==> config.mk <==
export PLATFORM = sky130hd
export DESIGN_NAME = sra_script_register_alu
export DESIGN_NICKNAME = d
export VERILOG_FILES = /design/src/sra_pkg.sv /design/src/sra_script_register_alu.sv
export SDC_FILE = /design/constraint.sdc
export NUM_CORES = 1
export LEC_CHECK = 0
export ABC_CLOCK_PERIOD_IN_PS = 3710
export BUFFER_PORTS_ARGS = -buffer_cell sky130_fd_sc_hd__buf_2
export CAP_MARGIN = 30
export CORE_MARGIN = 4
export CORE_UTILIZATION = 45
export DETAILED_ROUTE_END_ITERATION = 16
export PLACE_DENSITY = 0.72
export SYNTH_ARGS = -nofsm -noshare
export SYNTH_HDL_FRONTEND = slang
export SYNTH_SLANG_ARGS = --single-unit
==> constraint.sdc <==
create_clock -name mclk -period 3.71 [get_ports mclk]
set_input_delay 0.371 -clock mclk [delete_from_list [all_inputs] [get_ports mclk]]
set_output_delay 0.371 -clock mclk [all_outputs]
set_load 0.02 [all_outputs]
==> src/sra_pkg.sv <==
// Shared constants and types for the script register ALU.
package sra_pkg;
   // ==========================================================================
   // Instruction fields
   localparam int OPC_HI  = 29;
   localparam int OPC_LO  = 27;
   localparam int OPR_HI  = 26;
   localparam int OPR_LO  = 24;
   localparam int USE_ACC = 23;
   localparam int RADR_HI = 22;
   localparam int RADR_LO = 16;
   localparam int IMM_HI  = 15;
   localparam int IMM_LO  = 8;
   localparam int CARRY_SC = 10;
   // ==========================================================================
   // Op codes and operators
   localparam logic [2:0] OPC_SET   = 3'h3;
   localparam logic [2:0] OPC_CLEAR = 3'h4;
   localparam logic [2:0] OPC_FROMA = 3'h5;
   localparam logic [2:0] OPC_TOACC = 3'h6;
   localparam logic [2:0] OPC_RMW   = 3'h7;
   localparam logic [2:0] OPR_MOVE  = 3'h0;
   localparam logic [2:0] OPR_SHL   = 3'h1;
   localparam logic [2:0] OPR_OR    = 3'h2;
   localparam logic [2:0] OPR_XOR   = 3'h3;
   localparam logic [2:0] OPR_AND   = 3'h4;
   localparam logic [2:0] OPR_SHR   = 3'h5;
   localparam logic [2:0] OPR_ADD   = 3'h6;
   localparam logic [2:0] OPR_ADDC  = 3'h7;
   // ==========================================================================
   // Bus register map and reset values
   localparam logic [7:0] ADR_ACC   = 8'h00;
   localparam logic [7:0] ADR_FLAGS = 8'h04;
   localparam logic [7:0] ADR_CTRL  = 8'h08;
   localparam int FLG_CARRY = 0;
   localparam int FLG_BUSY  = 1;
   localparam int CTL_EN    = 0;
   localparam logic [7:0] ACC_RST  = 8'h00;
   localparam logic       CTRL_RST = 1'b1;
   // ==========================================================================
   // Sequencer states
   typedef enum logic [1:0] {
      ST_IDLE = 2'b00,
      ST_READ = 2'b01,
      ST_EXEC = 2'b10
   } sra_state_t;
endpackage

==> src/sra_script_register_alu.sv <==
// Read/write instruction datapath of the script processor with an AHB-Lite register slave.
// ==========================================================================
module sra_script_register_alu
   import sra_pkg::*;
(
   // Clock and reset
   input  wire logic        mclk,
   input  wire logic        rst_b,
   // Instruction from the fetch unit
   input  wire logic        instrValid,
   input  wire logic [31:0] instrWord,
   output logic             instrReady,
   output logic             execDone,
   // Chip register file, read data one cycle after rfRdEn
   output logic             rfRdEn,
   output logic [6:0]       rfRdAddr,
   input  wire logic [7:0]  rfRdData,
   output logic             rfWrEn,
   output logic [6:0]       rfWrAddr,
   output logic [7:0]       rfWrData,
   // State seen by the branch logic
   output logic [7:0]       accValue,
   output logic             carryFlag,
   // AHB-Lite slave
   input  wire logic        hsel,
   input  wire logic [31:0] haddr,
   input  wire logic [1:0]  htrans,
   input  wire logic        hwrite,
   input  wire logic [2:0]  hsize,
   input  wire logic        hready,
   input  wire logic [31:0] hwdata,
   output logic [31:0]      hrdata,
   output logic             hreadyout,
   output logic             hresp
);
   // ==========================================================================
   // Reset synchroniser
   logic rstMeta_r;
   logic rstSync_b;
   always_ff @(posedge mclk or negedge rst_b) begin
      if (!rst_b) begin
         rstMeta_r <= 1'b0;
         rstSync_b <= 1'b0;
      end else begin
         rstMeta_r <= 1'b1;
         rstSync_b <= rstMeta_r;
      end
   end

   // ==========================================================================
   // Declarations
   sra_state_t  state_r;
   logic [31:0] instr_r;
   logic [7:0]  acc_r;
   logic        carry_r;
   logic        ctrlEn_r;
   logic        accept;
   logic [2:0]  opc;
   logic [2:0]  opr;
   logic [7:0]  srcByte;
   logic [7:0]  opnd;
   logic [7:0]  result;
   logic        carryNxt;
   logic [8:0]  sum;
   logic        busWr_r;
   logic [7:0]  busAddr_r;
   logic        addrPhase;

   assign accept = instrValid && instrReady;
   assign opc = instr_r[OPC_HI:OPC_LO];
   assign opr = instr_r[OPR_HI:OPR_LO];

   // ==========================================================================
   // Operand selection and ALU
   always_comb begin
      srcByte = (opc == OPC_FROMA) ? acc_r : rfRdData;
      opnd = instr_r[USE_ACC] ? acc_r : instr_r[IMM_HI:IMM_LO];
      sum = {1'b0, srcByte} + {1'b0, opnd};
      if (opr == OPR_ADDC) begin
         sum = sum + {8'h00, carry_r};
      end
      result = opnd;
      carryNxt = carry_r;
      case (opr)
         OPR_MOVE: result = opnd;
         OPR_SHL: begin
            result = {srcByte[6:0], carry_r};
            carryNxt = srcByte[7];
         end
         OPR_SHR: begin
            result = {carry_r, srcByte[7:1]};
            carryNxt = srcByte[0];
         end
         OPR_OR:  result = srcByte | opnd;
         OPR_XOR: result = srcByte ^ opnd;
         OPR_AND: result = srcByte & opnd;
         OPR_ADD, OPR_ADDC: begin
            result = sum[7:0];
            carryNxt = sum[8];
         end
         default: result = opnd;
      endcase
   end

   // ==========================================================================
   // Sequencer
   always_ff @(posedge mclk or negedge rstSync_b) begin
      if (!rstSync_b) begin
         state_r <= ST_IDLE;
         instr_r <= 32'h0000_0000;
      end else begin
         case (state_r)
            ST_IDLE: begin
               if (accept) begin
                  instr_r <= instrWord;
                  if (instrWord[OPC_HI:OPC_LO] >= OPC_FROMA) begin
                     state_r <= ST_READ;
                  end
               end
            end
            ST_READ: state_r <= ST_EXEC;
            ST_EXEC: state_r <= ST_IDLE;
            default: state_r <= ST_IDLE;
         endcase
      end
   end

   // The fetch unit is held off while busy or while software disables the block.
   always_ff @(posedge mclk or negedge rstSync_b) begin
      if (!rstSync_b) begin
         instrReady <= 1'b0;
      end else begin
         instrReady <= ctrlEn_r && (state_r == ST_IDLE) && !accept;
      end
   end

   always_ff @(posedge mclk or negedge rstSync_b) begin
      if (!rstSync_b) begin
         execDone <= 1'b0;
      end else begin
         execDone <= (accept && instrWord[OPC_HI:OPC_LO] < OPC_FROMA) || (state_r == ST_EXEC);
      end
   end

   // ==========================================================================
   // Register file port
   always_ff @(posedge mclk or negedge rstSync_b) begin
      if (!rstSync_b) begin
         rfRdEn   <= 1'b0;
         rfRdAddr <= 7'h00;
      end else begin
         rfRdEn <= accept && (instrWord[OPC_HI:OPC_LO] >= OPC_FROMA);
         if (accept) begin
            // Passed through unswapped whatever the host byte order is.
            rfRdAddr <= instrWord[RADR_HI:RADR_LO];
         end
      end
   end

   always_ff @(posedge mclk or negedge rstSync_b) begin
      if (!rstSync_b) begin
         rfWrEn   <= 1'b0;
         rfWrAddr <= 7'h00;
         rfWrData <= 8'h00;
      end else begin
         rfWrEn <= (state_r == ST_EXEC) && (opc != OPC_TOACC);
         if (state_r == ST_EXEC) begin
            rfWrAddr <= instr_r[RADR_HI:RADR_LO];
            rfWrData <= result;
         end
      end
   end

   // ==========================================================================
   // Accumulator and carry; the instruction path wins over a bus write.
   assign addrPhase = hsel && hready && htrans[1];

   always_ff @(posedge mclk or negedge rstSync_b) begin
      if (!rstSync_b) begin
         acc_r <= ACC_RST;
      end else if (state_r == ST_EXEC && opc == OPC_TOACC) begin
         acc_r <= result;
      end else if (busWr_r && busAddr_r == ADR_ACC) begin
         acc_r <= hwdata[7:0];
      end
   end

   always_ff @(posedge mclk or negedge rstSync_b) begin
      if (!rstSync_b) begin
         carry_r <= 1'b0;
      end else if (state_r == ST_EXEC) begin
         carry_r <= carryNxt;
      end else if (accept && instrWord[CARRY_SC] && instrWord[OPC_HI:OPC_LO] == OPC_SET) begin
         carry_r <= 1'b1;
      end else if (accept && instrWord[CARRY_SC] && instrWord[OPC_HI:OPC_LO] == OPC_CLEAR) begin
         carry_r <= 1'b0;
      end else if (busWr_r && busAddr_r == ADR_FLAGS) begin
         carry_r <= hwdata[FLG_CARRY];
      end
   end

   always_ff @(posedge mclk or negedge rstSync_b) begin
      if (!rstSync_b) begin
         ctrlEn_r <= CTRL_RST;
      end else if (busWr_r && busAddr_r == ADR_CTRL) begin
         ctrlEn_r <= hwdata[CTL_EN];
      end
   end

   always_ff @(posedge mclk or negedge rstSync_b) begin
      if (!rstSync_b) begin
         accValue  <= ACC_RST;
         carryFlag <= 1'b0;
      end else begin
         accValue  <= acc_r;
         carryFlag <= carry_r;
      end
   end

   // ==========================================================================
   // AHB-Lite slave: zero wait states, always OKAY, unmapped reads as zero.
   always_ff @(posedge mclk or negedge rstSync_b) begin
      if (!rstSync_b) begin
         busWr_r   <= 1'b0;
         busAddr_r <= 8'h00;
      end else begin
         busWr_r <= addrPhase && hwrite;
         if (addrPhase) begin
            busAddr_r <= haddr[7:0];
         end
      end
   end

   always_ff @(posedge mclk or negedge rstSync_b) begin
      if (!rstSync_b) begin
         hrdata <= 32'h0000_0000;
      end else if (addrPhase && !hwrite) begin
         hrdata <= 32'h0000_0000;
         case (haddr[7:0])
            ADR_ACC:   hrdata[7:0] <= acc_r;
            ADR_FLAGS: begin
               hrdata[FLG_CARRY] <= carry_r;
               hrdata[FLG_BUSY]  <= (state_r != ST_IDLE);
            end
            ADR_CTRL:  hrdata[CTL_EN] <= ctrlEn_r;
            default:   hrdata <= 32'h0000_0000;
         endcase
      end
   end

   always_ff @(posedge mclk or negedge rstSync_b) begin
      if (!rstSync_b) begin
         hreadyout <= 1'b1;
         hresp     <= 1'b0;
      end else begin
         hreadyout <= 1'b1;
         hresp     <= 1'b0;
      end
   end

   logic exec;
   assign exec = (state_r == ST_EXEC);
endmodule // sra_script_register_alu

==> flow_metrics.env <==
export IMPL_core_area_um2=10980
export IMPL_ir_drop_mv=0.4331
export IMPL_io_buffers=95
export IMPL_drc=0
export IMPL_use_met2=0.3419
export IMPL_ctsHoldBuffers=1
export IMPL_clkPwrFrac=0.226
export IMPL_relSlewSlack=0.2583
export IMPL_die_x_um=114.5
export IMPL_drv_cap=0
export IMPL_p_int_mw=2.592
export IMPL_r2r_start="instr_r[28]"
export IMPL_synthFlopType="dfrtp_1"
export IMPL_io_pins=184
export IMPL_crit_fanout=4
export IMPL_min_path_type="in2reg"
export IMPL_ys_types=73
export IMPL_power_switching_mw=1.804
export IMPL_place_detailed_hpwl_um=9953
export IMPL_met1_usage=0.2634
export IMPL_insertion_delay_ns=0.34
export IMPL_rows=38
export IMPL_grtUsageMet3=0.06237
export IMPL_syn_inst=495
export IMPL_ant_nets=0
export IMPL_power_density_nw_per_um2=735.5
export IMPL_synth_most_common_cell="dfrtp_1"
export IMPL_gp_congestion=0.9524
export IMPL_cts_tree="done"
export IMPL_synth_top_cell_area_share=0.4263
export IMPL_pwr_share_comb=0.435
export IMPL_htree_levels=3
export IMPL_cts_resized=0
export IMPL_r2r_slack_ns=0.39
export IMPL_wl_per_cell_um=18.12
export IMPL_timing_final_crit_share=0.8957
export IMPL_skew_ns=0.005243
export IMPL_drtIter0Drc=305
export IMPL_cp_end_kind="flop"
export IMPL_grt_usage=0.2074
export IMPL_period_needed_ns=3.323
export IMPL_synthTopCellsByCount="87 x dfrtp_1, 58 x nand2_1, 39 x mux2_2"
export IMPL_grt_setup_unrepaired="false"
export IMPL_antenna_found_initial=1
export IMPL_synthArstFlopShare=1.000
export IMPL_final_nets=720
export IMPL_outcome="complete, no violations"
export IMPL_worstSetupPathType="reg2reg"
export IMPL_cts_setup_buffers=0
export IMPL_synth_top_cells_by_area="dfrtp_1 43%, mux2_2 8.6%, ha_1 4.4%"
export IMPL_dr_pass1_iters=4
export IMPL_finalSetupViolations=0
export IMPL_start_kind="flop"
export IMPL_syn_to_final_growth_pct=17.03
export IMPL_clockRootBuffer="clkbuf_16"
export IMPL_grt_busiest_layer="met2"
export IMPL_drive_gt1_frac=0.3029
export IMPL_place_ws_ns=0.4523
export IMPL_grt_pass1_wl_um=21560
export IMPL_tightest_slew_ns=1.104
export IMPL_sw_frac_of_total=0.4103
export IMPL_synth_edf_count=0
export IMPL_worstPathArrival_ns=3.56
export IMPL_antennaDiodeCount=0
export IMPL_grt_ovfl_total=0
export IMPL_grt_pass1_vias=4274
export IMPL_postSynthAreaPerCell_um2=10.32
export IMPL_die_area_um2=13120
export IMPL_yosysTopAreaCell="dfrtp_1"
export IMPL_multi_input_area_um2=2629
export IMPL_start_util=0.4650
export IMPL_finalHoldViolCount=0
export IMPL_fill_cells=957
export IMPL_vias_per_cell=5.609
export IMPL_ys_seq_area_frac=0.4314
export IMPL_fmax_ghz=0.3009
export IMPL_die_h_um=114.5
export IMPL_numCtsBuffers=9
export IMPL_power_mw=4.396
export IMPL_startpoint="instr_r[28]"
export IMPL_pwr_share_seq=0.339
export IMPL_via_count=4100
export IMPL_drt_total_wl_um=13240
export IMPL_clock_path_buffers=2
export IMPL_slew_violations=0
export IMPL_ys_ff_latch=88
export IMPL_yosysWarnings=0
export IMPL_required_ns=3.95
export IMPL_p_leak_nw=2.917
export IMPL_regArea_um2=2207
export IMPL_grt_max_degree=47
export IMPL_layout_setup_ws_ns=0.3869
export IMPL_clock_sinks=88
export IMPL_cts_clk_slew_worst_paths_ns=0.07
export IMPL_fin_tns_setup_ns=0
export IMPL_hp_start="instrWord[24]"
export IMPL_syn_area_um2=5107
critical path, cell delays in order (launching register included):
cell	delay, ns
dfrtp_1	0.39
nand3b_1	0.20
mux2i_1	0.32
inv_1	0.09
ha_1	0.27
fa_1	0.48
a211oi_2	0.32
o22ai_1	0.18
nor4_1	0.36
xor2_1	0.24
nand2_1	0.12
a31oi_1	0.25
cell type report:
| cell class | instances | area share |
|---|---|---|
| multi-input combinational | 363 | 0.4398 |
| sequential | 88 | 0.3693 |
| timing repair buffer | 103 | 0.09336 |
| clock buffer | 9 | 0.03768 |
| tap | 140 | 0.02931 |
| clock inverter | 7 | 0.01737 |
| inverter | 21 | 0.01319 |
cell usage in the layout (no fill, tap or decap), types with 7 or more instances in the layout:
cell,count
a211oi_1,8
buf_2,95
o22ai_1,7
clkbuf_16,9
mux2i_1,22
ha_1,18
nand2_1,58
o21ai_0,16
o21ai_1,7
inv_1,21
dfrtp_1,86
nor2b_1,11
conb_1,27
mux2_2,39
nor2_1,23
a21oi_1,10
state kept, by name, indices dropped and copies added (netlist names), 2 cells and up:
| signal | flops |
|---|---|
| accValue | 8 |
| rfRdAddr | 7 |
| busAddr_r | 8 |
| state_r | 2 |
| rfWrAddr | 7 |
| hrdata | 8 |
| acc_r | 8 |
| instr_r | 22 |
| rfWrData | 8 |
final timing paths:
check,endpoint,cells past startpoint
worst max-delay path,rfWrData[6],11
min in group asynchronous,rfWrAddr[3],0
worst max register to register,rfWrData[6],11
max in group asynchronous,ctrlEn_r,1
worst min-delay path,instr_r[24],3
worst min register to register,rfWrAddr[3],0
cell families after synthesis:
group                    synth area share
XOR/XNOR                          0.01176
AND/OR/NAND/NOR                    0.1357
buffers and inverters             0.07325
adder cells (fa/ha/maj)           0.04802
other                            0.001470
AO/OA/AOI/OAI                      0.1551
multiplexers                       0.1433
flip-flops                         0.4314
per-stage QoR:
step           hold slack, ns  instance area, um^2  cells    util
5_1_grt                0.2545                 5977    731  0.5442
3_5_place_dp           0.1620                 5638    714  0.5133
2_1_floorplan         0.07541                 5201    520       -
6_report               0.2358                 5977    731  0.5442
4_1_cts                0.2226                 5977    731  0.5442
3_3_place_gp           0.1558                 5610    713  0.5108
per-layer routing:
metal | share of wire | wire [um]
met1 | 0.42 | 5612
met2 | 0.47 | 6253
met3 | 0.090 | 1194
met4 | 0.013 | 177
met5 | 0.00053 | 7
power by group through the flow:
| stage | combinational (mW) | clock [mW] | sequential, mW |
|---|---|---|---|
| 4_1_cts | 1.91 | 1.02 | 1.49 |
| 6_report | 1.91 | 0.995 | 1.49 |
| 2_1_floorplan | 1.30 | 0 | 1.57 |
| 3_5_place_dp | 1.89 | 0 | 1.50 |
| 5_1_grt | 2.10 | 1.06 | 1.53 |
| 3_3_place_gp | 1.83 | 0 | 1.50 |
Power figures use the tool's default switching activity.
